[config.mk]
export PLATFORM = sky130hd
export DESIGN_NAME = txw_writeback
export DESIGN_NICKNAME = d
export VERILOG_FILES = /design/src/hw/txw_pkg.sv /design/src/hw/txw_status_word.sv /design/src/hw/txw_writeback.sv
export VERILOG_INCLUDE_DIRS = /design/src /design/src/hw
export SDC_FILE = /design/constraint.sdc
export NUM_CORES = 1
export LEC_CHECK = 0
export BUFFER_PORTS_ARGS = -buffer_cell sky130_fd_sc_hd__buf_2
export CELL_PAD_IN_SITES_DETAIL_PLACEMENT = 0
export CELL_PAD_IN_SITES_GLOBAL_PLACEMENT = 1
export CORE_AREA = 8 8 177 179
export DETAILED_ROUTE_END_ITERATION = 10
export DIE_AREA = 0 0 185 187
export PLACE_DENSITY = 0.69
export SLEW_MARGIN = 20
export SYNTH_ARGS = -nofsm -noshare
export SYNTH_HDL_FRONTEND = slang
export SYNTH_SLANG_ARGS = --single-unit
[constraint.sdc]
create_clock -name i_clock -period 6.1 [get_ports i_clock]
set_input_delay 0.61 -clock i_clock [delete_from_list [all_inputs] [get_ports i_clock]]
set_output_delay 0.61 -clock i_clock [all_outputs]
set_load 0.05 [all_outputs]
[src/hw/txw_params.svh]
// Notes on behaviour
// - ownership bit set means controller owns
// - controller clears ownership when done
// - error summary ORs the six error bits
// - jabber expiry: flag, interrupt, abort, stop
// - heartbeat fail invalid when jabber set
// - carrier lost mid frame sets loss flag
// - carrier never present sets no-carrier flag
// - carrier flags invalid in internal loopback
// - collision after 64 bytes aborts, late flag
// - late collision invalid when underflow set
// - fifo underrun: flag, abort, suspend, interrupts
// - sixteen collisions abort with excessive flag
`ifndef TXW_PARAMS_SVH
`define TXW_PARAMS_SVH

// ----------------------------------------------------------------------
// status word bit positions
// ----------------------------------------------------------------------
`define TXW_BIT_OWN      31
`define TXW_BIT_ES       15
`define TXW_BIT_TO       14
`define TXW_BIT_LO       11
`define TXW_BIT_NC       10
`define TXW_BIT_LC       9
`define TXW_BIT_EC       8
`define TXW_BIT_HF       7
`define TXW_CC_LO        3
`define TXW_CC_HI        6
`define TXW_BIT_UF       1

// ----------------------------------------------------------------------
// register map and fields
// ----------------------------------------------------------------------
`define TXW_OFS_MODE     8'h00
`define TXW_OFS_STATUS   8'h04
`define TXW_OFS_MASK     8'h08
`define TXW_OFS_DESC     8'h0c
`define TXW_OFS_POLL     8'h10
`define TXW_MODE_RUN     1
`define TXW_LB_LO        10
`define TXW_LB_HI        11
`define TXW_LB_INTERNAL  2'h1
`define TXW_STS_W        6
`define TXW_STS_TX       0
`define TXW_STS_JAB      3
`define TXW_STS_UNF      5
`define TXW_STS_IMPL     6'h29
`define TXW_STATE_LO     20
`define TXW_STATE_W      3
`define TXW_ALIGN_MASK   32'hffff_fffc
`define TXW_DESC_STRIDE  32'h0000_0010
`define TXW_RESP_OKAY    2'h0
`define TXW_RESP_SLVERR  2'h2

// ----------------------------------------------------------------------
// frame limits
// ----------------------------------------------------------------------
`define TXW_WIN_BYTES    7'h40
`define TXW_COLL_LAST    4'hf

`endif

[src/hw/txw_pkg.sv]
package txw_pkg;

  typedef enum logic [2:0] {
    S_IDLE,
    S_FETCH,
    S_SEND,
    S_WRITE,
    S_STOPPED,
    S_SUSPENDED
  } txw_fsm_e;

  typedef struct packed {
    txw_fsm_e    st;
    txw_fsm_e    after;
    logic        cont;
    logic        mem_req;
    logic        mem_we;
    logic [31:0] mem_addr;
    logic [31:0] mem_wdata;
    logic        tx_go;
    logic        tx_abort;
    logic [31:0] desc_addr;
    logic        run;
    logic [1:0]  loop;
    logic        poll;
    logic [5:0]  sts;
    logic [5:0]  mask;
    logic        irq;
    logic        uf;
    logic        ec;
    logic        lc;
    logic        lo;
    logic        to;
    logic        hf;
    logic        seen;
    logic [3:0]  ccnt;
    logic [6:0]  bytes;
    logic        awready;
    logic        wready;
    logic        aw_got;
    logic        w_got;
    logic [7:0]  aw_addr;
    logic [31:0] wdata;
    logic [3:0]  wstrb;
    logic        bvalid;
    logic [1:0]  bresp;
    logic        arready;
    logic        rvalid;
    logic [31:0] rdata;
    logic [1:0]  rresp;
  } txw_regs_s;

endpackage

[src/hw/txw_status_word.sv]
`timescale 1ns/1ps
`default_nettype none
`include "txw_params.svh"

module txw_status_word (
  // frame flags
  input  wire logic        i_uf,
  input  wire logic        i_ec,
  input  wire logic        i_lc,
  input  wire logic        i_nc,
  input  wire logic        i_lo,
  input  wire logic        i_to,
  input  wire logic        i_hf,
  input  wire logic [3:0]  i_ccnt,
  input  wire logic [1:0]  i_loop,
  // composed status word
  output logic      [31:0] o_word
);

  logic internal_lb;
  logic lo_valid;
  logic nc_valid;
  logic lc_valid;
  logic hf_valid;

  assign internal_lb = (i_loop == `TXW_LB_INTERNAL);
  assign lo_valid    = i_lo && !internal_lb;
  assign nc_valid    = i_nc && !internal_lb;
  assign lc_valid    = i_lc && !i_uf;
  assign hf_valid    = i_hf && !i_to && !i_uf;

  always_comb begin
    o_word                              = '0;
    o_word[`TXW_BIT_OWN]                = 1'b0;
    o_word[`TXW_BIT_TO]                 = i_to;
    o_word[`TXW_BIT_LO]                 = lo_valid;
    o_word[`TXW_BIT_NC]                 = nc_valid;
    o_word[`TXW_BIT_LC]                 = lc_valid;
    o_word[`TXW_BIT_EC]                 = i_ec;
    o_word[`TXW_BIT_HF]                 = hf_valid;
    o_word[`TXW_CC_HI:`TXW_CC_LO]       = i_ccnt;
    o_word[`TXW_BIT_UF]                 = i_uf;
    o_word[`TXW_BIT_ES]                 = i_uf || i_ec || lc_valid || nc_valid || lo_valid || i_to;
  end

endmodule

`default_nettype wire

[src/hw/txw_writeback.sv]
`timescale 1ns/1ps
`default_nettype none
`include "txw_params.svh"

module txw_writeback #(
  parameter int ADDR_W = 8
) (
  // clock and reset
  input  wire logic              i_clock,
  input  wire logic              i_rst,
  // axi4-lite slave
  input  wire logic              i_s_awvalid,
  output logic                   o_s_awready,
  input  wire logic [ADDR_W-1:0] i_s_awaddr,
  input  wire logic              i_s_wvalid,
  output logic                   o_s_wready,
  input  wire logic [31:0]       i_s_wdata,
  input  wire logic [3:0]        i_s_wstrb,
  output logic                   o_s_bvalid,
  input  wire logic              i_s_bready,
  output logic      [1:0]        o_s_bresp,
  input  wire logic              i_s_arvalid,
  output logic                   o_s_arready,
  input  wire logic [ADDR_W-1:0] i_s_araddr,
  output logic                   o_s_rvalid,
  input  wire logic              i_s_rready,
  output logic      [31:0]       o_s_rdata,
  output logic      [1:0]        o_s_rresp,
  // interrupt
  output logic                   o_irq,
  // descriptor memory master
  output logic                   o_mem_req,
  output logic                   o_mem_we,
  output logic      [31:0]       o_mem_addr,
  output logic      [31:0]       o_mem_wdata,
  input  wire logic              i_mem_ack,
  input  wire logic [31:0]       i_mem_rdata,
  // transmitter control
  output logic                   o_tx_go,
  output logic                   o_tx_abort,
  // transmitter events
  input  wire logic              i_byte_sent,
  input  wire logic              i_collision,
  input  wire logic              i_carrier,
  input  wire logic              i_jabber_expire,
  input  wire logic              i_fifo_empty,
  input  wire logic              i_heartbeat_fail,
  input  wire logic              i_buf_done,
  input  wire logic              i_frame_end
);

  txw_pkg::txw_regs_s r;
  txw_pkg::txw_regs_s next_r;
  logic [31:0]        word;
  logic [5:0]         sts_set;
  logic [5:0]         sts_clr;
  logic [7:0]         aw_idx;
  logic [7:0]         ar_idx;

  // ----------------------------------------------------------------------
  // status word composer
  // ----------------------------------------------------------------------
  txw_status_word u_word (
    .i_uf   (r.uf),
    .i_ec   (r.ec),
    .i_lc   (r.lc),
    .i_nc   (!r.seen),
    .i_lo   (r.lo),
    .i_to   (r.to),
    .i_hf   (r.hf),
    .i_ccnt (r.ccnt),
    .i_loop (r.loop),
    .o_word (word)
  );

  assign aw_idx = 8'(r.aw_addr);
  assign ar_idx = 8'(i_s_araddr);

  function automatic logic [31:0] merge(input logic [31:0] old_v, input logic [31:0] new_v,
                                        input logic [3:0] strb);
    logic [31:0] res;
    res = old_v;
    for (int b = 0; b < 4; b++) begin
      if (strb[b]) begin
        res[b*8 +: 8] = new_v[b*8 +: 8];
      end
    end
    return res;
  endfunction

  // ----------------------------------------------------------------------
  // next state
  // ----------------------------------------------------------------------
  always_comb begin
    next_r          = r;
    next_r.tx_abort = 1'b0;
    sts_set         = '0;
    sts_clr         = '0;

    // register write side
    if (i_s_awvalid && r.awready) begin
      next_r.aw_got  = 1'b1;
      next_r.aw_addr = 8'(i_s_awaddr);
    end
    if (i_s_wvalid && r.wready) begin
      next_r.w_got = 1'b1;
      next_r.wdata = i_s_wdata;
      next_r.wstrb = i_s_wstrb;
    end
    if (r.bvalid && i_s_bready) begin
      next_r.bvalid = 1'b0;
    end
    if (r.aw_got && r.w_got && !r.bvalid) begin
      next_r.aw_got = 1'b0;
      next_r.w_got  = 1'b0;
      next_r.bvalid = 1'b1;
      next_r.bresp  = `TXW_RESP_OKAY;
      case (aw_idx)
        `TXW_OFS_MODE: begin
          if (r.wstrb[0]) begin
            next_r.run = r.wdata[`TXW_MODE_RUN];
          end
          if (r.wstrb[1]) begin
            next_r.loop = r.wdata[`TXW_LB_HI:`TXW_LB_LO];
          end
        end
        `TXW_OFS_STATUS: begin
          if (r.wstrb[0]) begin
            sts_clr = r.wdata[`TXW_STS_W-1:0];
          end
        end
        `TXW_OFS_MASK: begin
          if (r.wstrb[0]) begin
            next_r.mask = r.wdata[`TXW_STS_W-1:0] & `TXW_STS_IMPL;
          end
        end
        `TXW_OFS_DESC: begin
          next_r.desc_addr = merge(r.desc_addr, r.wdata, r.wstrb) & `TXW_ALIGN_MASK;
        end
        `TXW_OFS_POLL: begin
          next_r.poll = 1'b1;
        end
        default: begin
          next_r.bresp = `TXW_RESP_SLVERR;
        end
      endcase
    end
    next_r.awready = !next_r.aw_got;
    next_r.wready  = !next_r.w_got;

    // register read side
    if (r.rvalid && i_s_rready) begin
      next_r.rvalid = 1'b0;
    end
    if (r.arready && i_s_arvalid) begin
      next_r.rvalid = 1'b1;
      next_r.rresp  = `TXW_RESP_OKAY;
      next_r.rdata  = '0;
      case (ar_idx)
        `TXW_OFS_MODE: begin
          next_r.rdata[`TXW_MODE_RUN]          = r.run;
          next_r.rdata[`TXW_LB_HI:`TXW_LB_LO]  = r.loop;
        end
        `TXW_OFS_STATUS: begin
          next_r.rdata[`TXW_STS_W-1:0]                 = r.sts;
          next_r.rdata[`TXW_STATE_LO +: `TXW_STATE_W]  = r.st;
        end
        `TXW_OFS_MASK: next_r.rdata[`TXW_STS_W-1:0] = r.mask;
        `TXW_OFS_DESC: next_r.rdata = r.desc_addr;
        `TXW_OFS_POLL: next_r.rdata = '0;
        default:       next_r.rresp = `TXW_RESP_SLVERR;
      endcase
    end
    next_r.arready = !next_r.rvalid;

    // descriptor and frame engine
    unique case (r.st)
      txw_pkg::S_IDLE: begin
        next_r.poll = 1'b0;
        if (r.run) begin
          next_r.st = txw_pkg::S_FETCH;
        end
      end
      txw_pkg::S_SUSPENDED: begin
        if (r.poll && r.run) begin
          next_r.poll = 1'b0;
          next_r.st   = txw_pkg::S_FETCH;
        end else if (!r.run) begin
          next_r.st = txw_pkg::S_IDLE;
        end
      end
      txw_pkg::S_STOPPED: begin
        if (!r.run) begin
          next_r.st = txw_pkg::S_IDLE;
        end
      end
      txw_pkg::S_FETCH: begin
        if (!r.mem_req) begin
          next_r.mem_req  = 1'b1;
          next_r.mem_we   = 1'b0;
          next_r.mem_addr = r.desc_addr;
        end else if (i_mem_ack) begin
          next_r.mem_req = 1'b0;
          if (i_mem_rdata[`TXW_BIT_OWN]) begin
            next_r.st    = txw_pkg::S_SEND;
            next_r.tx_go = 1'b1;
            if (!r.cont) begin
              next_r.uf    = 1'b0;
              next_r.ec    = 1'b0;
              next_r.lc    = 1'b0;
              next_r.lo    = 1'b0;
              next_r.to    = 1'b0;
              next_r.hf    = 1'b0;
              next_r.seen  = 1'b0;
              next_r.ccnt  = '0;
              next_r.bytes = '0;
            end
          end else begin
            next_r.st = txw_pkg::S_SUSPENDED;
          end
        end
      end
      txw_pkg::S_SEND: begin
        if (i_carrier) begin
          next_r.seen = 1'b1;
        end else if (r.seen) begin
          next_r.lo = 1'b1;
        end
        if (i_heartbeat_fail) begin
          next_r.hf = 1'b1;
        end
        if (i_byte_sent && r.bytes != `TXW_WIN_BYTES) begin
          next_r.bytes = r.bytes + 7'h01;
        end
        if (i_jabber_expire) begin
          next_r.to                 = 1'b1;
          sts_set[`TXW_STS_JAB]     = 1'b1;
          next_r.after              = txw_pkg::S_STOPPED;
        end else if (i_fifo_empty) begin
          next_r.uf                 = 1'b1;
          sts_set[`TXW_STS_UNF]     = 1'b1;
          sts_set[`TXW_STS_TX]      = 1'b1;
          next_r.after              = txw_pkg::S_SUSPENDED;
        end else if (i_collision && r.bytes >= `TXW_WIN_BYTES) begin
          next_r.lc                 = 1'b1;
          next_r.after              = txw_pkg::S_IDLE;
        end else if (i_collision && r.ccnt == `TXW_COLL_LAST) begin
          next_r.ec                 = 1'b1;
          next_r.after              = txw_pkg::S_IDLE;
        end else if (i_collision) begin
          // retry: restart the window and clear the heartbeat flag so it is rechecked
          next_r.ccnt  = r.ccnt + 4'h1;
          next_r.bytes = '0;
          next_r.hf    = 1'b0;
        end else if (i_frame_end) begin
          sts_set[`TXW_STS_TX] = 1'b1;
          next_r.after         = txw_pkg::S_IDLE;
          next_r.cont          = 1'b0;
          next_r.tx_go         = 1'b0;
          next_r.st            = txw_pkg::S_WRITE;
        end else if (i_buf_done) begin
          next_r.after = txw_pkg::S_FETCH;
          next_r.cont  = 1'b1;
          next_r.tx_go = 1'b0;
          next_r.st    = txw_pkg::S_WRITE;
        end
        if (i_jabber_expire || i_fifo_empty ||
            (i_collision && (r.bytes >= `TXW_WIN_BYTES || r.ccnt == `TXW_COLL_LAST))) begin
          next_r.tx_abort = 1'b1;
          next_r.tx_go    = 1'b0;
          next_r.cont     = 1'b0;
          next_r.st       = txw_pkg::S_WRITE;
        end
      end
      txw_pkg::S_WRITE: begin
        if (!r.mem_req) begin
          // one store carries every status bit and the ownership release
          next_r.mem_req   = 1'b1;
          next_r.mem_we    = 1'b1;
          next_r.mem_addr  = r.desc_addr;
          next_r.mem_wdata = word;
        end else if (i_mem_ack) begin
          next_r.mem_req   = 1'b0;
          next_r.mem_we    = 1'b0;
          next_r.desc_addr = r.desc_addr + `TXW_DESC_STRIDE;
          next_r.st        = r.after;
        end
      end
      default: next_r.st = txw_pkg::S_IDLE;
    endcase

    // sticky status: a hardware set beats a same-cycle clear
    next_r.sts = (r.sts & ~sts_clr) | sts_set;
    next_r.irq = |(next_r.sts & next_r.mask);
  end

  // ----------------------------------------------------------------------
  // state register
  // ----------------------------------------------------------------------
  always_ff @(posedge i_clock or posedge i_rst) begin
    if (i_rst) begin
      r       <= '0;
      r.st    <= txw_pkg::S_IDLE;
      r.after <= txw_pkg::S_IDLE;
    end else begin
      r <= next_r;
    end
  end

  assign o_s_awready = r.awready;
  assign o_s_wready  = r.wready;
  assign o_s_bvalid  = r.bvalid;
  assign o_s_bresp   = r.bresp;
  assign o_s_arready = r.arready;
  assign o_s_rvalid  = r.rvalid;
  assign o_s_rdata   = r.rdata;
  assign o_s_rresp   = r.rresp;
  assign o_irq       = r.irq;
  assign o_mem_req   = r.mem_req;
  assign o_mem_we    = r.mem_we;
  assign o_mem_addr  = r.mem_addr;
  assign o_mem_wdata = r.mem_wdata;
  assign o_tx_go     = r.tx_go;
  assign o_tx_abort  = r.tx_abort;

  logic in_send;
  assign in_send = (r.st == txw_pkg::S_SEND);
endmodule

`default_nettype wire

# Word level (Yosys, flattened, before mapping)
# Cells that the tools add are included.
# word_totals
output_inout_bits	110
elab_cells	281
in_bits	100
regBits	209
# classes
order_cmp	1
n_mux	123
n_eq_ne	50
bitwise_logic	5
reduce_logical	61
n_addsub	3
# ops
op	n
32-bit 2-to-1 mux	4
18-bit 2-to-1 mux	4
34-bit case mux with 2 select lines	1
64-bit 2-to-1 mux	1
3-bit 2-to-1 mux	20
11-bit 2-to-1 mux	5
1-bit 2-to-1 mux	51
8-bit 2-to-1 mux	5
2-bit inequality test, second input constant	19
36-bit 2-to-1 mux	1
6-bit 2-to-1 mux	6
18-bit case mux with 2 select lines	1
35-bit 2-to-1 mux	1
33-bit 2-to-1 mux	1
32-bit by 5-bit adder with 32-bit output, second input constant	1
8-bit by 4-bit == test with 1-bit output, second input constant	4
7-bit 2-to-1 mux	4
7-bit AND reduction	3
10-bit AND reduction	2
3-bit case mux with 6 select lines	1
1-bit logical AND	17
8-bit by 3-bit == test with 1-bit output, second input constant	2
8-bit by 5-bit == test with 1-bit output, second input constant	2
8-bit logical NOT	2
42 further kinds	85

# Logic depth before layout (Yosys ltp)
# logic_depth
ltp_word	10
mapped_depth	9
depth_no_buf	7

# By module
# From an unflattened synthesis, not the netlist that was laid out.
# unflattened
cells_unflattened	970
hier_area_um2	10867.9
# by_module_without_submodules
mod	area_per_inst_um2	cells_each	instances
txw_writeback	10577.6	929	1
txw_status_word	290.3	41	1

# Worst setup path after synthesis
# No wires, ideal clock.
# synth_path
kind	input port to flip-flop
startpoint	in i_fifo_empty
endpoint	reg r[96] in the netlist's numbering
t_arrival_ns	2.141
path_slack_ns	3.834
stages	5
path_cell_list	or4b_2 o21ai_2 nor3b_2 o31a_1 mux2i_1
# synth_via
elab_chain_cells	2
# synth_rtl
item	line	text
start, declared	txw_writeback.sv:46	input wire logic i_fifo_empty,
2-bit inequality test (no source line)	--	
10-bit AND reduction (no source line)	--	
end signal, assigned	txw_writeback.sv:306	r <= next_r;
end, declared	txw_writeback.sv:52	txw_pkg::txw_regs_s r;
# No other way between the ends.
# A chain may end at the register's enable or synchronous reset.

==> run summary <==
After clock tree synthesis, the clock-pin slew on the worst setup and hold paths is 0.06 ns. The run gives 0.774 as the routability-driven placement congestion ratio. Setup violations remaining at the end of the flow were counted as 0. Counting instances, the worst hold path has a depth of 2. For the post-CTS setup buffer count, the log shows 0. Class of the worst hold path: input port to register. The logs give 377 MHz for the maximum achievable frequency and 0 for the number of cells upsized or downsized after cts. The transition time at the pin with the least slew margin is 1.03 ns.

The fraction of layout cells with a size suffix above 1 is 31.4%. In this run, synthesis produced a sequential element count of 206. Mean number of vias per cell: 4.98.

The endpoint identified for the worst register-to-register timing path is r[132]. The busiest layer in global routing was met2. The primary flip-flop cell chosen by synthesis mapping was dfrtp_1. In this run, synthesis inferred 0 flip-flops with an integrated enable. The total area inside the core boundary comes to 0.0284 mm2. The setup check on the worst reg-to-reg path leaves a slack of 3.45 ns. The startpoint identified for the worst register-to-register timing path is aw_idx[4]. Total power for the finished layout comes to 5.06 mW.

The first detailed-routing pass took 5 iterations. The remaining global-route overflow was 0; the signal arrival time at the worst endpoint was 3.05 ns. The area growth from synthesis to layout is 13.2%. The worst setup path is launched from a register. The logs give 31.1% for the remaining max-slew budget at the tightest pin and 24 for the number of buffers inserted during clock tree synthesis. The wire length of the first global-routing pass is 39900 um. Setup repair after global routing left no endpoint under its margin.

The height of the die works out to 187 um. The logs give 892 for the synthesized instance count and 6.49 ns for the worst path required time. For this run, global-route usage on met1 was measured as 20.4%.

Of the available clock period, the critical path in the final layout requires 43.5%. The count of cell types in the netlist was 69. The final period demand of the worst path is 2.65 ns, and the number of sinks driven by the clock tree is 206.

The tools report the overall fraction of global-route tracks in use as 14.3%. The antenna violation net count after detailed routing was 0; the routing usage on met3 was 3.42%. The library cell used most frequently in the layout, excluding fill and tap cells, is dfrtp_1. The Yosys step of the flow raised 0 warnings. The worst hold path terminates at o_s_bvalid.

Across the run, the number of max-cap violations was 0. The number of buffers on the longest clock path came out at 3. Of all nets on the critical path, the largest fanout is 8. The routed design has 25300 um of wire. The number of cells on the worst reg-to-reg path is 5. The filler cell count is 2861. The library cells used most frequently in the layout, excluding fill and tap cells, are 206 x dfrtp_1, 156 x buf_2, 88 x mux2_2. The cell area that synthesis handed to floorplanning was 0.00981 mm2.

The number of rows created at floorplan is 62, and the placed wire-length estimate after detailed placement is 18200 um. The logs give 5.08 nW for the reported leakage power and 39.1% for the core utilization of the finished layout. The run finished with clean final reports. The logs give 52.5% for the sequential share of the synthesized area and 1070 for the final-stage net count. The initial utilization of the core area, before any placement, comes to 34.6%. The tools report the worst clock skew as 0.0214 ns. The number of endpoints with negative hold slack in the final report is 0, and the number of pins with negative max-slew slack in the final report is 0.

The clock root buffer master was clkbuf_16. After routing, the total negative slack on setup checks comes to 0 ns. The insertion delay of the later-clocked pin in the worst-skew pair came out at 0.51 ns. The via count of the first global-routing pass is 6879. STA classifies the critical path endpoint as a register. Summing over every cut layer, the via total after detailed routing is 6810. The count of buffers added on input and output ports is 156. The startpoint identified for the worst hold timing path is i_s_bready. For the total number of H-tree levels, the log shows 1. In the routed design, unresolved DRC markers number 0. The critical path class is register to register.

Of all flip-flops after synthesis, the portion carrying an async set or reset was 100%. The power density normalized to cell area works out to 455 mW/mm2. The overall die area was 0.0346 mm2; the average cell area after synthesis was 11.0 um2. 210 I/O pins were placed. TritonCTS built the clock tree. In the final routed layout, each cell accounts on average for 18.5 um. The tools report the first-iteration detailed-routing DRC count as 352.

The worst-case IR drop observed on VDD is 0.257 mV. After clock tree synthesis, the flow added hold-fix buffers numbering 0. The met2 layer usage reported by global route was 21.8%; the horizontal die dimension was 185 um. The run gives 1 as the number of antenna violations at the first check in global routing. The largest net degree at the start of global routing came out at 146.
## critical path, cell delays in order (launching register included)
cell	delay, ns
dfrtp_1	0.40
or4_1	0.69
nor3_1	0.51
nand4_1	0.58
o32ai_1	0.28
nor2_1	0.07
## per-layer routing
metal  routed length (um)  vias to the layer above  share of wire [%]
li1                     -                     3256                  -
met1                12000                     3371                 48
met2                11300                      159                 45
met3                 1630                       22                6.4
met4                  295                        2                1.2
met5                   10                        -              0.040
## synth_stat cells (3+ instances only)
library cell | number | area [um2]
dfrtp_1 | 206 | 5150
buf_4 | 100 | 751
mux2_2 | 88 | 991
nand2_1 | 56 | 210
nor2_1 | 55 | 206
o21ai_0 | 39 | 195
a22o_1 | 38 | 333
a21oi_1 | 36 | 180
inv_1 | 30 | 113
clkbuf_1 | 28 | 105
nand3_1 | 24 | 120
nor3_1 | 18 | 90.1
nand4_1 | 11 | 68.8
and2_1 | 10 | 62.6
nor4_1 | 10 | 62.6
a311oi_1 | 8 | 70.1
and3_1 | 8 | 50.1
nand2b_1 | 8 | 50.1
xnor2_1 | 8 | 70.1
mux2i_1 | 7 | 70.1
o22ai_1 | 7 | 43.8
a211oi_1 | 6 | 45.0
buf_2 | 5 | 25.0
or4_1 | 5 | 37.5
a21boi_0 | 4 | 30.0
a31oi_1 | 4 | 25.0
and4_1 | 4 | 35.0
ha_1 | 4 | 50.1
o221a_2 | 4 | 45.0
a41oi_1 | 3 | 26.3
buf_1 | 3 | 11.3
nor2b_1 | 3 | 18.8
o31ai_1 | 3 | 22.5
o41ai_1 | 3 | 26.3
## worst max-delay path by stage
stage	start	to	slack [ns]	cells after the start
after floorplan	i_rst	aw_idx[0]	2.82	1
after global placement	r[228]	o_mem_wdata[3]	3.07	4
after detailed placement	r[228]	o_mem_wdata[4]	3.05	4
after CTS	r[228]	o_mem_wdata[4]	3.04	4
after global routing	r[227]	r[226]	3.19	5
final	aw_idx[4]	r[132]	3.45	5
## area by class of cell
type,instances,area [um2],area share (%)
Antenna cell,1,2.50,0.0225
Clock buffer,33,686,6.17
Clock inverter,9,56.3,0.507
Inverter,30,116,1.05
Multi-Input combinational cell,541,3750,33.7
Sequential cell,206,5150,46.4
Tap cell,384,480,4.32
Timing Repair Buffer,163,866,7.79
## logic make-up (layout without fill, tap and decap cells)
kind of cell,Yosys count,after routing,synth area share [%]
AO/OA/AOI/OAI,178,178,12.6
XOR/XNOR,8,8,0.714
adder cells (fa/ha/maj),4,4,0.510
buffers and inverters,166,235,10.2
flip-flops,206,206,52.5
multiplexers,96,96,11.0
other,1,23,0.0382
AND/OR/NAND/NOR,233,233,12.3
## power by group
| group | leakage [nW] | total (mW) | switching, mW | internal [mW] |
|---|---|---|---|---|
| registers | 2.54 | 2.13 | 0.375 | 1.75 |
| clock network | 0.360 | 1.34 | 0.557 | 0.784 |
| logic | 2.18 | 1.59 | 1.03 | 0.562 |
| total | 5.08 | 5.06 | 1.96 | 3.10 |
## per-stage QoR
step	std cells	hold WS, ns	setup slack, ns	area, um2
floorplan	913	0.448	2.82	9900
global placement	1323	0.460	3.07	10300
detailed placement	1323	0.469	3.05	10300
CTS	1365	0.245	3.04	11100
global route	1366	0.255	3.19	11100
finish	1367	0.267	3.45	11100
## sequential cells by signal, summed over array words and instances (netlist names), 8 cells and up
name,count
aw_idx,8
o_s_rdata,32
r,110
o_mem_addr,32
o_mem_wdata,12
(Power assumes the default switching activity.)
